[config.mk]
export PLATFORM = sky130hd
export DESIGN_NAME = rtc_watch_alarm_stopwatch
export DESIGN_NICKNAME = d
export VERILOG_FILES = /design/src/rtc_stage.v /design/src/rtc_watch_alarm_stopwatch.v
export VERILOG_INCLUDE_DIRS = /design/src
export SDC_FILE = /design/constraint.sdc
export NUM_CORES = 1
export LEC_CHECK = 0
export ABC_CLOCK_PERIOD_IN_PS = 6000
export BUFFER_PORTS_ARGS = -buffer_cell sky130_fd_sc_hd__buf_2
export CORE_MARGIN = 1.5
export CORE_UTILIZATION = 50
export CTS_BUF_LIST = sky130_fd_sc_hd__clkbuf_8
export CTS_CLUSTER_SIZE = 10
export DETAILED_ROUTE_END_ITERATION = 10
export PLACE_DENSITY = 0.69
export SYNTH_ARGS = -nofsm -noshare
export SYNTH_HDL_FRONTEND = slang
export SYNTH_SLANG_ARGS = --single-unit
[constraint.sdc]
create_clock -name clk_i -period 6 [get_ports clk_i]
set_clock_uncertainty 0.05 [all_clocks]
set_input_delay 1.2 -clock clk_i [delete_from_list [all_inputs] [get_ports clk_i]]
set_output_delay 1.2 -clock clk_i [all_outputs]
set_load 0.01 [all_outputs]
[src/rtc_map.vh]
`ifndef RTC_MAP_VH
`define RTC_MAP_VH

// crystal rate and the tick period it is divided down to
`define XTAL_HZ        32768
`define TICK_S         1
`define PRE_DIV        16'h8000 // crystal rate times tick period, at prescaler width
`define PRE_W          16

// counter widths
`define SEC_W          6
`define MIN_W          6
`define HR_W           5
`define DAY_W          15
`define SW_W           16

// last state of the second, minute, hour and day counter stages
`define SEC_LAST       6'h3b
`define MIN_LAST       6'h3b
`define HR_LAST        5'h17
`define DAY_LAST       15'h7fff

// time-of-day word layout
`define SEC_LSB        0
`define SEC_MSB        5
`define MIN_LSB        8
`define MIN_MSB        13
`define HR_LSB         16
`define HR_MSB         20

// register byte offsets
`define ADDR_W         12
`define A_TIME         12'h000
`define A_DAY          12'h004
`define A_ALM1         12'h008
`define A_ALM2         12'h00c
`define A_ALM2_DAY     12'h010
`define A_SW           12'h014
`define A_CTRL         12'h018
`define A_STATUS       12'h01c
`define A_MASK         12'h020

// event bit positions in status and mask
`define EV_SEC         0
`define EV_MIN         1
`define EV_HR          2
`define EV_DAY         3
`define EV_ALM1        4
`define EV_ALM2        5
`define EV_SW          6
`define EV_W           7

// control bits
`define CTRL_W         1
`define CTRL_SW_RUN    0

// reset values
`define RST_WORD       32'h0000_0000
`define RST_EV         7'h00
`define RST_CTRL       1'h0

`endif

[src/rtc_stage.v]
// one wrapping counter stage with load and carry out
module rtc_stage #(
  parameter         W    = 6,
  parameter [W-1:0] LAST = {W{1'b1}}
) (
  input  wire         clk_i,
  input  wire         srst_i,
  input  wire         inc_i,
  input  wire         load_i,
  input  wire [W-1:0] load_val_i,
  output wire [W-1:0] cnt_o,
  output wire         carry_o
);

  reg  [W-1:0] cnt_r;
  // out-of-range loaded values wrap on the next step too
  wire         at_last = (cnt_r >= LAST);

  // load wins over a step in the same cycle
  always @(posedge clk_i) begin
    if (srst_i) begin
      cnt_r <= {W{1'b0}};
    end else if (load_i) begin
      cnt_r <= load_val_i;
    end else if (inc_i) begin
      cnt_r <= at_last ? {W{1'b0}} : (cnt_r + {{(W-1){1'b0}}, 1'b1});
    end
  end

  assign cnt_o   = cnt_r;
  assign carry_o = inc_i & ~load_i & at_last;

endmodule // rtc_stage

[src/rtc_watch_alarm_stopwatch.v]
`include "rtc_map.vh"

module rtc_watch_alarm_stopwatch #(
  parameter [`PRE_W-1:0] PRE_DIV = `PRE_DIV
) (
  input  wire                clk_i,
  input  wire                srst_i,
  input  wire                psel_i,
  input  wire                penable_i,
  input  wire                pwrite_i,
  input  wire [`ADDR_W-1:0]  paddr_i,
  input  wire [31:0]         pwdata_i,
  output reg  [31:0]         prdata_o,
  output wire                pready_o,
  output wire                pslverr_o,
  input  wire                xtal_i,
  output wire                irq_o,
  output wire                wake_o
);

  // crystal synchroniser and edge detect
  reg                   xtal_s1_r;
  reg                   xtal_s2_r;
  reg                   xtal_d_r;
  wire                  xtal_rise;

  // counter chain
  wire                  tick;
  wire                  sec_carry;
  wire                  min_carry;
  wire                  hr_carry;
  wire [`SEC_W-1:0]     sec_cnt;
  wire [`MIN_W-1:0]     min_cnt;
  wire [`HR_W-1:0]      hr_cnt;
  wire [`DAY_W-1:0]     day_cnt;
  reg                   tick_d_r;

  // software registers
  reg  [31:0]           alm1_r;
  reg  [31:0]           alm2_r;
  reg  [`DAY_W-1:0]     alm2_day_r;
  reg  [`SW_W-1:0]      sw_r;
  reg  [`CTRL_W-1:0]    ctrl_r;
  reg  [`EV_W-1:0]      status_r;
  reg  [`EV_W-1:0]      mask_r;
  reg                   irq_r;

  // bus decode
  wire                  acc;
  wire                  wr_en;
  wire                  setup;
  reg                   mapped;
  reg  [31:0]           rd_nxt;
  wire                  wr_time;
  wire                  wr_day;
  wire                  wr_sw;
  wire                  wr_status;

  // events
  wire                  alm1_hit;
  wire                  alm2_hit;
  wire                  sw_zero;
  wire                  sw_ev;
  reg  [`EV_W-1:0]      ev_set;
  wire [`EV_W-1:0]      ev_clr;
  wire [`EV_W-1:0]      status_nxt;
  wire [31:0]           time_word;

  // two flops before the edge detector looks at the crystal
  always @(posedge clk_i) begin
    if (srst_i) begin
      xtal_s1_r <= 1'b0;
      xtal_s2_r <= 1'b0;
      xtal_d_r  <= 1'b0;
    end else begin
      xtal_s1_r <= xtal_i;
      xtal_s2_r <= xtal_s1_r;
      xtal_d_r  <= xtal_s2_r;
    end
  end

  assign xtal_rise = xtal_s2_r & ~xtal_d_r;

  rtc_stage #(
    .W    (`PRE_W),
    .LAST (PRE_DIV - {{(`PRE_W-1){1'b0}}, 1'b1})
  ) u_pre (
    .clk_i      (clk_i),
    .srst_i     (srst_i),
    .inc_i      (xtal_rise),
    .load_i     (1'b0),
    .load_val_i ({`PRE_W{1'b0}}),
    .cnt_o      (),
    .carry_o    (tick)
  );

  // apb handshake and write strobes
  assign acc       = psel_i & penable_i;
  assign setup     = psel_i & ~penable_i;
  assign wr_en     = acc & pwrite_i;
  assign wr_time   = wr_en & (paddr_i == `A_TIME);
  assign wr_day    = wr_en & (paddr_i == `A_DAY);
  assign wr_sw     = wr_en & (paddr_i == `A_SW);
  assign wr_status = wr_en & (paddr_i == `A_STATUS);
  assign pready_o  = 1'b1;
  assign pslverr_o = acc & ~mapped;

  rtc_stage #(
    .W    (`SEC_W),
    .LAST (`SEC_LAST)
  ) u_sec (
    .clk_i      (clk_i),
    .srst_i     (srst_i),
    .inc_i      (tick),
    .load_i     (wr_time),
    .load_val_i (pwdata_i[`SEC_MSB:`SEC_LSB]),
    .cnt_o      (sec_cnt),
    .carry_o    (sec_carry)
  );

  rtc_stage #(
    .W    (`MIN_W),
    .LAST (`MIN_LAST)
  ) u_min (
    .clk_i      (clk_i),
    .srst_i     (srst_i),
    .inc_i      (sec_carry),
    .load_i     (wr_time),
    .load_val_i (pwdata_i[`MIN_MSB:`MIN_LSB]),
    .cnt_o      (min_cnt),
    .carry_o    (min_carry)
  );

  rtc_stage #(
    .W    (`HR_W),
    .LAST (`HR_LAST)
  ) u_hr (
    .clk_i      (clk_i),
    .srst_i     (srst_i),
    .inc_i      (min_carry),
    .load_i     (wr_time),
    .load_val_i (pwdata_i[`HR_MSB:`HR_LSB]),
    .cnt_o      (hr_cnt),
    .carry_o    (hr_carry)
  );

  rtc_stage #(
    .W    (`DAY_W),
    .LAST (`DAY_LAST)
  ) u_day (
    .clk_i      (clk_i),
    .srst_i     (srst_i),
    .inc_i      (hr_carry),
    .load_i     (wr_day),
    .load_val_i (pwdata_i[`DAY_W-1:0]),
    .cnt_o      (day_cnt),
    .carry_o    ()
  );

  // packed time of day for readback and compare
  assign time_word = {{(31-`HR_MSB){1'b0}}, hr_cnt,
                      {(`HR_LSB-`MIN_MSB-1){1'b0}}, min_cnt,
                      {(`MIN_LSB-`SEC_MSB-1){1'b0}}, sec_cnt};

  // compare one cycle after the tick, once the counters have moved
  always @(posedge clk_i) begin
    if (srst_i) begin
      tick_d_r <= 1'b0;
    end else begin
      tick_d_r <= tick;
    end
  end

  assign alm1_hit = tick_d_r & (time_word == alm1_r);
  assign alm2_hit = tick_d_r & (time_word == alm2_r) & (day_cnt == alm2_day_r);

  assign sw_zero = (sw_r == {`SW_W{1'b0}});
  assign sw_ev   = ctrl_r[`CTRL_SW_RUN] & tick & sw_zero & ~wr_sw;

  always @(posedge clk_i) begin
    if (srst_i) begin
      sw_r <= {`SW_W{1'b0}};
    end else if (wr_sw) begin
      sw_r <= pwdata_i[`SW_W-1:0];
    end else if (ctrl_r[`CTRL_SW_RUN] & tick) begin
      sw_r <= sw_r - {{(`SW_W-1){1'b0}}, 1'b1}; // zero wraps to all ones
    end
  end

  // alarm, control and mask registers
  always @(posedge clk_i) begin
    if (srst_i) begin
      alm1_r     <= `RST_WORD;
      alm2_r     <= `RST_WORD;
      alm2_day_r <= {`DAY_W{1'b0}};
      ctrl_r     <= `RST_CTRL;
      mask_r     <= `RST_EV;
    end else if (wr_en) begin
      case (paddr_i)
        `A_ALM1: begin
          alm1_r <= pwdata_i & time_mask(1'b1);
        end
        `A_ALM2: begin
          alm2_r <= pwdata_i & time_mask(1'b1);
        end
        `A_ALM2_DAY: begin
          alm2_day_r <= pwdata_i[`DAY_W-1:0];
        end
        `A_CTRL: begin
          ctrl_r <= pwdata_i[`CTRL_W-1:0];
        end
        `A_MASK: begin
          mask_r <= pwdata_i[`EV_W-1:0];
        end
        default: begin
          ctrl_r <= ctrl_r;
        end
      endcase
    end
  end

  // mask of the implemented time-of-day bits
  function [31:0] time_mask;
    input dummy;
    begin
      time_mask = 32'h0000_0000;
      time_mask[`SEC_MSB:`SEC_LSB] = {`SEC_W{dummy}};
      time_mask[`MIN_MSB:`MIN_LSB] = {`MIN_W{dummy}};
      time_mask[`HR_MSB:`HR_LSB]   = {`HR_W{dummy}};
    end
  endfunction

  always @* begin
    ev_set            = `RST_EV;
    ev_set[`EV_SEC]   = tick;
    ev_set[`EV_MIN]   = sec_carry;
    ev_set[`EV_HR]    = min_carry;
    ev_set[`EV_DAY]   = hr_carry;
    ev_set[`EV_ALM1]  = alm1_hit;
    ev_set[`EV_ALM2]  = alm2_hit;
    ev_set[`EV_SW]    = sw_ev;
  end

  assign ev_clr     = wr_status ? pwdata_i[`EV_W-1:0] : `RST_EV;
  assign status_nxt = (status_r & ~ev_clr) | ev_set;

  always @(posedge clk_i) begin
    if (srst_i) begin
      status_r <= `RST_EV;
    end else begin
      status_r <= status_nxt;
    end
  end

  always @(posedge clk_i) begin
    if (srst_i) begin
      irq_r <= 1'b0;
    end else begin
      irq_r <= |(status_r & mask_r);
    end
  end

  assign irq_o  = irq_r;
  // plain level for any power state
  assign wake_o = irq_r;

  // read mux, sampled in the setup cycle
  always @* begin
    rd_nxt = `RST_WORD;
    mapped = 1'b1;
    case (paddr_i)
      `A_TIME: begin
        rd_nxt = time_word;
      end
      `A_DAY: begin
        rd_nxt[`DAY_W-1:0] = day_cnt;
      end
      `A_ALM1: begin
        rd_nxt = alm1_r;
      end
      `A_ALM2: begin
        rd_nxt = alm2_r;
      end
      `A_ALM2_DAY: begin
        rd_nxt[`DAY_W-1:0] = alm2_day_r;
      end
      `A_SW: begin
        rd_nxt[`SW_W-1:0] = sw_r;
      end
      `A_CTRL: begin
        rd_nxt[`CTRL_W-1:0] = ctrl_r;
      end
      `A_STATUS: begin
        rd_nxt[`EV_W-1:0] = status_r;
      end
      `A_MASK: begin
        rd_nxt[`EV_W-1:0] = mask_r;
      end
      default: begin
        mapped = 1'b0;
      end
    endcase
  end

  // read data register
  always @(posedge clk_i) begin
    if (srst_i) begin
      prdata_o <= `RST_WORD;
    end else if (setup & ~pwrite_i) begin
      prdata_o <= rd_nxt;
    end
  end

endmodule // rtc_watch_alarm_stopwatch

Word level (Yosys, flattened, before mapping)
Cells that the tools add are included.

word-level totals
  input bits = 50
  register bits after elaboration = 165
  output and inout port bits = 36

operators by class
  multiplexer cells = 22
  equality and inequality tests = 11
  bitwise logic cells = 33
  order comparisons = 5
  $add $sub $neg = 6
  reductions and logical operators = 14

operators by type and width
  operator                                                              number
  equality test 12 x 5 -> 1 bit (second input constant)                 4
  2-to-1 mux 16 bit                                                     3
  case mux 6 bit (8 select lines)                                       1
  case mux 8 bit (6 select lines)                                       1
  2-to-1 mux 15 bit                                                     3
  2-to-1 mux 6 bit                                                      6
  equality test 17 bit                                                  2
  equality test 12 x 4 -> 1 bit (second input constant)                 2
  AND 1 bit                                                             23
  adder 16 x 1 -> 16 bit (second input constant)                        1
  greater-or-equal comparator 16 x 15 -> 1 bit (second input constant)  1
  zero test 16 bit                                                      1
  subtractor 16 x 1 -> 16 bit (second input constant)                   1
  adder 15 x 1 -> 15 bit (second input constant)                        1
  equality test 15 bit                                                  1
  greater-or-equal comparator 15 bit (second input constant)            1
  2-to-1 mux 5 bit                                                      3
  case mux 5 bit (3 select lines)                                       1
  AND 7 bit                                                             2
  adder 6 x 1 -> 6 bit (second input constant)                          2
  equality test 12 x 3 -> 1 bit (second input constant)                 1
  equality test 12 x 6 -> 1 bit (second input constant)                 1
  greater-or-equal comparator 6 bit (second input constant)             2
  zero test 12 bit                                                      1
  12 further kinds                                                      26

Longest topological paths before layout
Gate-level depths: netlist (run 1).

  word-level depth = 12
  gate-level depth with buffers = 10
  depth with buffers taken out = 8

By module
From an unflattened synthesis (run 1), not the netlist that was laid out.

unflattened totals
  cell total of the unflattened synthesis = 1085
  area, all modules = 8928.6 µm²

by module, submodules not included
  module                     instances  cells an instance  area each (µm²)  sequential area each (µm²)
  rtc_watch_alarm_stopwatch  1          697                5750.5           2122.0
  rtc_stage (u_pre)          1          134                1073.5           320.3
  rtc_stage (u_day)          1          135                1059.8           300.3
  rtc_stage (u_min ...)      2          40                 357.8            120.1
  rtc_stage (u_hr)           1          39                 329.1            100.1

Least setup slack after synthesis (run 1)
OpenSTA, ideal clock, no wires.

  path kind = input -> output
  from = input port paddr_i[2]
  to = output port pslverr_o
  data required time = 4.750 ns
  setup slack = 2.254 ns
  path buffers = 3
  arrival time = 2.496 ns
  stages on the path = 5
  path through = clkbuf_1 > buf_1 > clkbuf_1 > o21ai_0 > a21oi_1

between the ends
  word-level cells in the longest chain between the ends = 5

RTL lines
  what                                                   RTL line                         text
  start: declaration                                     rtc_watch_alarm_stopwatch.v:11   input wire [`ADDR_W-1:0] paddr_i,
  equality test 12 x 3 -> 1 bit (tied with other cells)  rtc_watch_alarm_stopwatch.v:271  case (paddr_i)
  OR reduction 9 bit (no line) (*)                       --
  2-to-1 mux 1 bit (*)                                   rtc_watch_alarm_stopwatch.v:271
  inverter 1 bit (*)                                     rtc_watch_alarm_stopwatch.v:106  assign pslverr_o = acc & ~mapped;
  AND 1 bit (*)                                          rtc_watch_alarm_stopwatch.v:106
  end: declaration                                       rtc_watch_alarm_stopwatch.v:15   output wire pslverr_o,

Every way passes the cells marked *; elsewhere a longest branch is shown, timed or not.

Worst setup path after layout (run 1)
  from = input port paddr_i[1]
  to = output port pslverr_o

The elaborated chain is that of the path after synthesis.

==> impl_metrics.csv, run 1 <==
group,metric,value,unit
status,status,"finished clean",
drt,wl,27.6,mm
sta,fin_crit_sh,69.4,%
worst_setup_path,ff2ff_setup_slack,2.75,ns
worst_hold_path,holdCritPathClass,"reg2reg",
drt,ant_nets,0,
power,p_per_area,217,nW/um2
drt,num_vias,8389,
place,dp_hpwl,19.1,mm
final_layout,nets,1139,
logic_synthesis,yosysTopAreaCell,"dfxtp_1",
sta,clock.fmax,240,MHz
sta,setup_viol,0,
worst_setup_path,worstPathRequired,4.75,ns
final_layout,fill_cells,1600,
clock_tree,clk_pin_slew_worst_paths,0.08,ns
worst_setup_path,critPathMaxFanout,6,
clock_tree,cts_hold_buf,0,
logic_synthesis,yosys_warnings,0,
logic_synthesis,netlist_area,8390,um2
global_routing,overflow,0,
global_routing,antenna_found_initial,0,
sta,fin_tns_setup,0,ns
die,chipWidth,133,um
clock_tree,numCtsBuffers,17,
worst_hold_path,hold_start,"prdata_o[6]$_SDFFE_PP0P_",
final_layout,area_delta_synth_final,8.79,%
drt,drt_iter0_markers,1096,
clock_tree,clock_sinks,154,
worst_setup_path,worstPathArrival,2.91,ns
clock_tree,tritoncts,"done",
logic_synthesis,synth_top_area_share,36.8,%
global_routing,grt_max_degree,58,
clock_tree,post_cts_buffers,0,
drt,via_per_inst,6.37,
worst_setup_path,criticalPathCategory,"in2out",
final_layout,postLayoutCoreUtil,55.4,%
sta,rsz0062_at_grt,"no",
drt,dr.pass1.iters,7,
flow_run,drv_cap,0,
die,die_area,17600,um2
drt,drc_errors,0,
clock_tree,clock_path_buffers,2,
worst_setup_path,crit_path_frequent_cell,"buf_2",
worst_hold_path,whs_path_depth,2,
sta,hold_viol,0,
global_routing,track_usage,31.2,%
die,coreArea,16500,um2
logic_synthesis,synth_common_cells,"154 x dfxtp_1, 141 x nand2_1, 105 x a21oi_1",
worst_setup_path,critical_path.max_stage_delay,0.64,ns
sta,hold_ws,0.397,ns
sta,post-route-min-period,4.16,ns
clock_tree,insertion_delay,0.46,ns
die,core.rowCount,47,
power,p_leak,3.00,nW
drt,wl_per_cell,20.9,um
logic_synthesis,synth_area_leaders,"dfxtp_1 37%, xnor2_1 6.5%, nand2_1 6.3%, a21oi_1 6.3%, nand3_1 3.6%",
logic_synthesis,synthCells,1078,
sta,worst_slew_pin_slew,1.10,ns
sta,drv_slew,0,
clock_tree,cts_max_level,4,
die,die_h,133,um
worst_setup_path,crit_buf_inv,2,
worst_hold_path,hold_path_end,"prdata_o[6]$_SDFFE_PP0P_",
logic_synthesis,synth_seq_area_share,36.8,%
global_routing,grt_pass1_vias,7372,
die,start_util,50.9,%
logic_synthesis,synth-edff-count,0,
sta,slew_headroom,26.9,%
logic_synthesis,synth_ff_type,"dfxtp_1",
final_layout,drive_gt1_share,11.8,%
final_layout,diodes,0,
logic_synthesis,synthDistinctLibCells,69,
place,gp_congestion,0.960,
worst_setup_path,critPathLaunchType,"input port",
place,portBuffers,62,
worst_setup_path,cp_top_family,"simple AND/OR/NAND/NOR gates",
logic_synthesis,ys_async_sr_fraction,0,%
worst_setup_path,r2r_cells,7,
logic_synthesis,synth-seq-cells,154,
worst_setup_path,r2r_end,"u_day.cnt_o[14]$_SDFFE_PP0P_",
worst_setup_path,endpoint_kind,"output port",
clock_tree,cts_resized,0,
logic_synthesis,synth.most_common_cell,"dfxtp_1",
worst_setup_path,critPathSlowestCell,"or4_1",
worst_setup_path,cp_cell_sequence,"buf_2 > or4_1 > nor3_1 > a21oi_1 > buf_2",
logic_synthesis,synth_area_per_cell,7.78,um2
worst_setup_path,reg2reg_from,"u_sec.cnt_o[1]$_SDFFE_PP0P_",
global_routing,grt_pass1_wl,42.2,mm
clock_tree,cts-root-buf,"clkbuf_8",
die,pin_count,86,
power,peakVddDrop,0.000126,V
power breakdown:
part / internal [mW] / switching [mW] / total, mW / leakage [nW]
logic: 0.0244 / 0.0728 / 0.0971 / 1.55
registers: 1.03 / 0.00312 / 1.03 / 1.24
clock network: 0.436 / 0.416 / 0.853 / 0.209
how the worst max path moves through the flow:
| stage | startpoint | endpoint | cells past startpoint |
|---|---|---|---|
| after floorplan | paddr_i[2] | pslverr_o | 5 |
| after CTS | paddr_i[1] | pslverr_o | 5 |
| after global placement | paddr_i[1] | pslverr_o | 5 |
| final | paddr_i[1] | pslverr_o | 5 |
| after global routing | paddr_i[1] | pslverr_o | 5 |
| after detailed placement | paddr_i[1] | pslverr_o | 5 |
cell type report:
| class | count | area [um2] | share of cell area [%] |
|---|---|---|---|
| Sequential cell | 154 | 3080 | 33.8 |
| Clock inverter | 13 | 166 | 1.82 |
| Inverter | 13 | 48.8 | 0.535 |
| Tap cell | 220 | 275 | 3.02 |
| Clock buffer | 19 | 262 | 2.87 |
| Timing Repair Buffer | 77 | 425 | 4.66 |
| Multi-Input combinational cell | 820 | 4860 | 53.3 |
stage by stage:
step / cells / power, mW / worst slack (ns) / area (um2)
floorplan: 1088 / 1.11 / 2.25 / 8420
global placement: 1284 / 1.15 / 1.90 / 8700
detailed placement: 1284 / 1.15 / 1.90 / 8700
CTS: 1316 / 1.98 / 1.89 / 9120
global route: 1316 / 2.04 / 1.84 / 9120
finish: 1316 / 1.98 / 1.84 / 9120
layout by cell type (no fill, tap or decap), types with 15 or more instances in the layout:
cell	count
mux2i_1	16
buf_2	61
clkbuf_8	19
a211oi_1	25
nor2_1	78
dfxtp_1	154
nand4_1	20
xor2_1	15
buf_4	16
nor3_1	28
nand3_1	61
o21ai_1	16
nand2_1	141
o21ai_0	34
xnor2_1	62
a21oi_1	105
a22oi_1	15
nor4_1	24
flip-flops by register name (all words and copies together) (netlist names):
name	count
alm1_r	17
alm2_day_r	15
alm2_r	17
ctrl_r	1
irq_o	1
mask_r	7
prdata_o	21
status_r	7
sw_r	16
tick_d_r	1
u_day.cnt_o	15
u_hr.cnt_o	5
u_min.cnt_o	6
u_pre.cnt_o	16
u_sec.cnt_o	6
xtal_d_r	1
xtal_s1_r	1
xtal_s2_r	1
layer usage:
layer | wire length, um | part of all wire (%) | global-route usage (%) | vias to the layer above
met2 | 12200 | 44 | 48.1 | 469
met4 | 1320 | 4.8 | 14.3 | 0
met1 | 11500 | 42 | 42.0 | 3931
met5 | 0 | 0 | 0 | -
li1 | - | - | - | 3901
met3 | 2590 | 9.4 | 6.63 | 88
tightest hold or removal path, cell delays in order (launching register included):
cell and delay, ns:
dfxtp_1 0.31, nand2_1 0.05, o21ai_1 0.05
kinds of logic (layout without fill, tap and decap cells):
family	count (synthesis)	count (layout)	share of synthesized area [%]
simple gates	422	422	24.4
other cells	2	12	0.0895
flops	154	154	36.8
xor+xnor	77	77	8.04
mux	19	19	2.45
fa+ha+maj	6	6	0.895
buf+inv	114	122	5.76
compound gates	284	284	21.6
Power figures use the tool's default switching activity.
==> run 2: changes to the inputs <==
- ABC_CLOCK_PERIOD_IN_PS: 6000 -> 4300
- clock period: 6 -> 4.3 ns (I/O delays scaled with it)
==> impl_metrics.csv, run 2 (same netlist as run 1, synthesis figures left out) <==
group,metric,value,unit
sta,setup_viol,0,
sta,slew_headroom,29.8,%
final_layout,top_regs,"prdata_o x21, alm1_r x17, alm2_r x17",
final_layout,layout_commonest_cell,"dfxtp_1",
drt,via_per_inst,6.36,
global_routing,track_usage,32.0,%
worst_setup_path,r2r_end,"u_day.cnt_o[14]$_SDFFE_PP0P_",
worst_setup_path,reg2reg_from,"u_sec.cnt_o[1]$_SDFFE_PP0P_",
global_routing,grt_pass1_wl,43.5,mm
place,dp_hpwl,19.3,mm
sta,clock.fmax,322,MHz
final_layout,fill_cells,1565,
die,start_util,50.9,%
worst_setup_path,critPathLaunchType,"input port",
drt,wl,27.8,mm
clock_tree,cts-root-buf,"clkbuf_8",
final_layout,largest_register_ffs,21,
worst_setup_path,critPathMaxFanout,6,
worst_setup_path,worstPathArrival,2.19,ns
clock_tree,clock_path_buffers,2,
die,coreArea,16500,um2
drt,wl_per_cell,21.0,um
place,portBuffers,62,
worst_setup_path,r2r_cells,7,
worst_hold_path,hold_path_end,"xtal_s2_r$_SDFF_PP0_",
worst_setup_path,cp_cell_sequence,"buf_2 > or4_1 > nor3_1 > buf_4 > a21oi_1 > buf_2",
worst_setup_path,critPathSlowestCell,"or4_1",
worst_setup_path,crit_path_frequent_cell,"buf_2",
clock_tree,insertion_delay,0.48,ns
final_layout,drive_gt1_share,12.3,%
die,die_area,17600,um2
die,core.rowCount,47,
worst_setup_path,endpoint_kind,"output port",
clock_tree,numCtsBuffers,17,
global_routing,antenna_found_initial,0,
drt,num_vias,8411,
worst_setup_path,ff2ff_setup_slack,1.20,ns
sta,setup_ws,1.20,ns
final_layout,area_delta_synth_final,8.68,%
final_layout,stdcell_count,1322,
worst_setup_path,crit_cells,6,
flow_run,drv_cap,0,
place,dp_slack,0.915,ns
worst_setup_path,cp_top_family,"simple AND/OR/NAND/NOR gates",
drt,drt_iter0_markers,1032,
sta,fin_tns_setup,0,ns
die,die_h,133,um
clock_tree,cts_hold_buf,0,
worst_setup_path,crit_buf_inv,3,
clock_tree,tritoncts,"done",
final_layout,layout_common_cells,"154 x dfxtp_1, 141 x nand2_1, 105 x a21oi_1",
drt,drc_errors,0,
sta,worst_slew_pin_slew,1.05,ns
clock_tree,post_cts_buffers,0,
status,status,"finished clean",
clock_tree,cts_resized,0,
worst_hold_path,whs_path_depth,1,
worst_setup_path,criticalPathCategory,"in2out",
power,p_leak,3.00,nW
die,chipWidth,133,um
drt,ant_nets,0,
power,fin_total_pwr,2.64,mW
global_routing,grt_pass1_vias,7603,
power,peakVddDrop,0.000185,V
place,gp_congestion,0.948,
global_routing,grt_max_degree,47,
drt,dr.pass1.iters,6,
sta,fin_crit_sh,72.1,%
final_layout,top_register,"prdata_o",
worst_setup_path,critical_path.max_stage_delay,0.66,ns
die,pin_count,86,
global_routing,overflow,0,
final_layout,diodes,0,
clock_tree,clk_pin_slew_worst_paths,0.08,ns
power,p_per_area,289,nW/um2
sta,hold_viol,0,
clock_tree,cts_max_level,4,
worst_hold_path,holdCritPathClass,"reg2reg",
sta,rsz0062_at_grt,"no",
sta,hold_ws,0.396,ns
sta,post-route-min-period,3.10,ns
place,dpl.cell_count,1290,
final_layout,nets,1145,
sta,drv_slew,0,
worst_hold_path,hold_start,"xtal_s1_r$_SDFF_PP0_",
clock_tree,clock_sinks,154,
worst_setup_path,worstPathRequired,3.39,ns
==> run 2: changes by cell type in the layout (fill, tap and decap cells not counted) <==
| cell | before | now |
|---|---|---|
| clkinv_4 | 3 | 4 |
| bufinv_16 | 3 | 1 |
| clkinvlp_4 | 3 | 4 |
| clkbuf_8 | 19 | 17 |
| inv_6 | 2 | 4 |
| buf_4 | 16 | 22 |
==> run 2: metrics by stage <==
stage / cell area (um2) / utilization (%)
2_1_floorplan: 8420 / -
3_3_place_gp: 8740 / 53.1
3_5_place_dp: 8740 / 53.1
4_1_cts: 9110 / 55.4
5_1_grt: 9110 / 55.4
6_report: 9110 / 55.4
==> run 2: power breakdown <==
part / internal (mW) / switching, mW / total, mW
clock: 0.464 / 0.602 / 1.07
combinational: 0.0347 / 0.101 / 0.136
sequential: 1.43 / 0.00437 / 1.44
total: 1.93 / 0.708 / 2.64
==> run 2: worst register-to-register path: stages, from the launching register on <==
cell and delay [ns]:
dfxtp_1 0.53, ha_1 0.31, o2111ai_1 0.37, nor3_1 0.33
a21o_1 0.49, nand2_1 0.37, o311ai_0 0.40, o21ai_1 0.10
==> run 2: area by class of cell <==
class                   instances  area [um2]  area share [%]
multi-input cells             820        4860            53.4
flip-flops and latches        154        3080            33.8
well taps                     220         275            3.02
inverters                      13        48.8           0.535
clock buffers                  17         234            2.57
clock inverters                15         140            1.54
repair buffers                 83         470            5.16
==> run 2: worst max path at each step <==
stage	slack (ns)	from	end
4_1_cts	1.21	paddr_i[1]	pslverr_o
5_1_grt	0.97	u_sec.cnt_o[1]$_SDFFE_PP0P_	u_day.cnt_o[14]$_SDFFE_PP0P_
6_report	1.20	paddr_i[1]	pslverr_o
2_1_floorplan	1.23	paddr_i[2]	pslverr_o
3_5_place_dp	0.92	paddr_i[4]	alm2_r[11]$_SDFFE_PP0P_
3_3_place_gp	0.94	paddr_i[4]	alm2_r[13]$_SDFFE_PP0P_
==> run 2: layer usage <==
| layer | wire [um] | up-vias | track usage (%) |
|---|---|---|---|
| met2 | 12200 | 487 | 48.9 |
| met5 | 0 | - | 0 |
| met4 | 1350 | 0 | 16.2 |
| met1 | 11800 | 3937 | 43.8 |
| li1 | - | 3900 | - |
| met3 | 2450 | 87 | 5.29 |
==> run 3: changes to the inputs <==
- ABC_CLOCK_PERIOD_IN_PS: 4300 -> 2800
- PLACE_DENSITY: 0.69 -> 0.72
- clock period: 4.3 -> 2.8 ns (I/O delays scaled with it)
==> impl_metrics.csv, run 3 (same netlist as run 1, synthesis figures left out) <==
group,metric,value,unit
sta,drv_slew,0,
power,p_per_area,461,nW/um2
die,chipWidth,133,um
sta,slew_headroom,51.9,%
drt,ant_nets,0,
drt,dr.pass1.iters,7,
die,die_h,133,um
power,p_leak,3.25,nW
final_layout,area_delta_synth_final,13.6,%
clock_tree,tritoncts,"done",
global_routing,track_usage,32.1,%
global_routing,grt_max_degree,63,
power,p_clk_share,44.7,%
sta,hold_viol,0,
power,p_seq_share,50.2,%
final_layout,design_area,9530,um2
worst_setup_path,critPathMaxFanout,4,
drt,wl,28.4,mm
place,post_dp_cell_area,9070,um2
clock_tree,cts_hold_buf,0,
place,gp_congestion,1.01,
clock_tree,cts-root-buf,"clkbuf_8",
power,fin_total_pwr,4.39,mW
drt,drc_errors,0,
final_layout,drive_gt1_share,15.3,%
final_layout,layout_common_cells,"154 x dfxtp_1, 141 x nand2_1, 105 x a21oi_1",
die,pin_count,86,
drt,via_per_inst,6.33,
final_layout,postLayoutCoreUtil,57.9,%
sta,rsz0062_at_grt,"no",
place,dp_hpwl,20.3,mm
worst_hold_path,holdCritPathClass,"in2reg",
die,start_util,50.9,%
global_routing,overflow,0,
worst_setup_path,r2r_cells,6,
worst_setup_path,criticalPathCategory,"in2out",
final_layout,diodes,0,
place,portBuffers,62,
sta,fin_tns_setup,0,ns
sta,fin_crit_sh,88.8,%
worst_hold_path,hold_start,"xtal_i",
clock_tree,clk_pin_slew_worst_paths,0.08,ns
final_layout,fill_cells,1557,
worst_setup_path,worstPathRequired,2.19,ns
drt,num_vias,8624,
clock_tree,cts_resized,0,
power,switching_share,24.3,%
drt,drt_iter0_markers,1252,
clock_tree,insertion_delay,0.47,ns
die,die_area,17600,um2
final_layout,top_regs,"prdata_o x21, alm1_r x17, alm2_r x17",
global_routing,grt_pass1_vias,7521,
worst_hold_path,whs_path_depth,2,
worst_setup_path,worstPathArrival,1.88,ns
worst_setup_path,ff2ff_setup_slack,0.34,ns
final_layout,layout_commonest_cell,"dfxtp_1",
power,intPower,3.32,mW
power,combPwrFrac,5.1,%
clock_tree,numCtsBuffers,17,
flow_run,drv_cap,0,
final_layout,nets,1186,
die,coreArea,16500,um2
drt,wl_per_cell,20.8,um
die,core.rowCount,47,
power,peakVddDrop,0.000295,V
worst_setup_path,critPathLaunchType,"input port",
sta,setup_viol,0,
status,status,"finished clean",
worst_setup_path,reg2reg_from,"sw_r[5]$_SDFFE_PP0P_",
worst_hold_path,hold_path_end,"xtal_s1_r$_SDFF_PP0_",
clock_tree,cts_max_level,4,
worst_setup_path,endpoint_kind,"output port",
worst_setup_path,r2r_end,"sw_r[12]$_SDFFE_PP0P_",
clock_tree,clock_path_buffers,2,
final_layout,largest_register_ffs,21,
sta,post-route-min-period,2.49,ns
power,power_switching,1.07,mW
sta,worst_slew_pin_slew,0.722,ns
clock_tree,post_cts_buffers,0,
global_routing,grt_pass1_wl,43.6,mm
clock_tree,clock_sinks,154,
final_layout,top_register,"prdata_o",
sta,clock.fmax,402,MHz
global_routing,antenna_found_initial,0,
==> run 3: how the worst max path moves through the flow <==
| stage | start | end | slack [ns] | depth (start not counted) |
|---|---|---|---|---|
| 2_1_floorplan | paddr_i[2] | mask_r[0]$_SDFFE_PP0P_ | 0.23 | 10 |
| 3_3_place_gp | paddr_i[1] | u_day.cnt_o[13]$_SDFFE_PP0P_ | 0.08 | 7 |
| 3_5_place_dp | paddr_i[1] | u_day.cnt_o[13]$_SDFFE_PP0P_ | 0.05 | 7 |
| 4_1_cts | paddr_i[1] | pslverr_o | 0.31 | 6 |
| 5_1_grt | u_pre.cnt_o[0]$_SDFFE_PP0N_ | u_sec.cnt_o[3]$_SDFFE_PP0P_ | 0.17 | 8 |
| 6_report | paddr_i[1] | pslverr_o | 0.31 | 6 |
==> run 3: final cells by class <==
type                    instances  area (um2)  share of cell area, %
flip-flops and latches        154        3080                   32.4
repair buffers                124         803                   8.43
inverters                      13        48.8                  0.512
clock inverters                14         221                   2.32
well taps                     220         275                   2.89
clock buffers                  17         234                   2.46
multi-input cells             820        4860                   51.0
==> run 3: per-layer routing <==
| metal | vias to the layer above | part of all wire (%) | track usage, % |
|---|---|---|---|
| li1 | 3997 | - | - |
| met1 | 3995 | 42 | 43.8 |
| met2 | 527 | 43 | 48.2 |
| met3 | 105 | 9.9 | 5.86 |
| met4 | 0 | 5.5 | 17.2 |
| met5 | - | 0 | 0 |
==> run 3: metrics by stage <==
stage / std cells / hold WS [ns] / worst slack [ns]
final: 1362 / 0.272 / 0.314
after floorplan: 1088 / 0.364 / 0.233
after detailed placement: 1331 / 0.390 / 0.0509
after CTS: 1362 / 0.262 / 0.314
after global routing: 1362 / 0.289 / 0.170
after global placement: 1331 / 0.385 / 0.0831
==> run 3: power groups by stage <==
stage	Sequential [mW]	Combinational, mW	Clock [mW]
after floorplan	2.26	0.114	0
after global placement	2.26	0.216	0
after detailed placement	2.26	0.217	0
after CTS	2.20	0.218	1.97
after global routing	2.21	0.236	2.05
final	2.20	0.224	1.97
==> run 3: worst max-delay path, stage by stage <==
cell,delay [ns]
buf_2,0.10
or4_1,0.60
buf_4,0.19
nor3_1,0.19
a21oi_1,0.09
buf_2,0.15
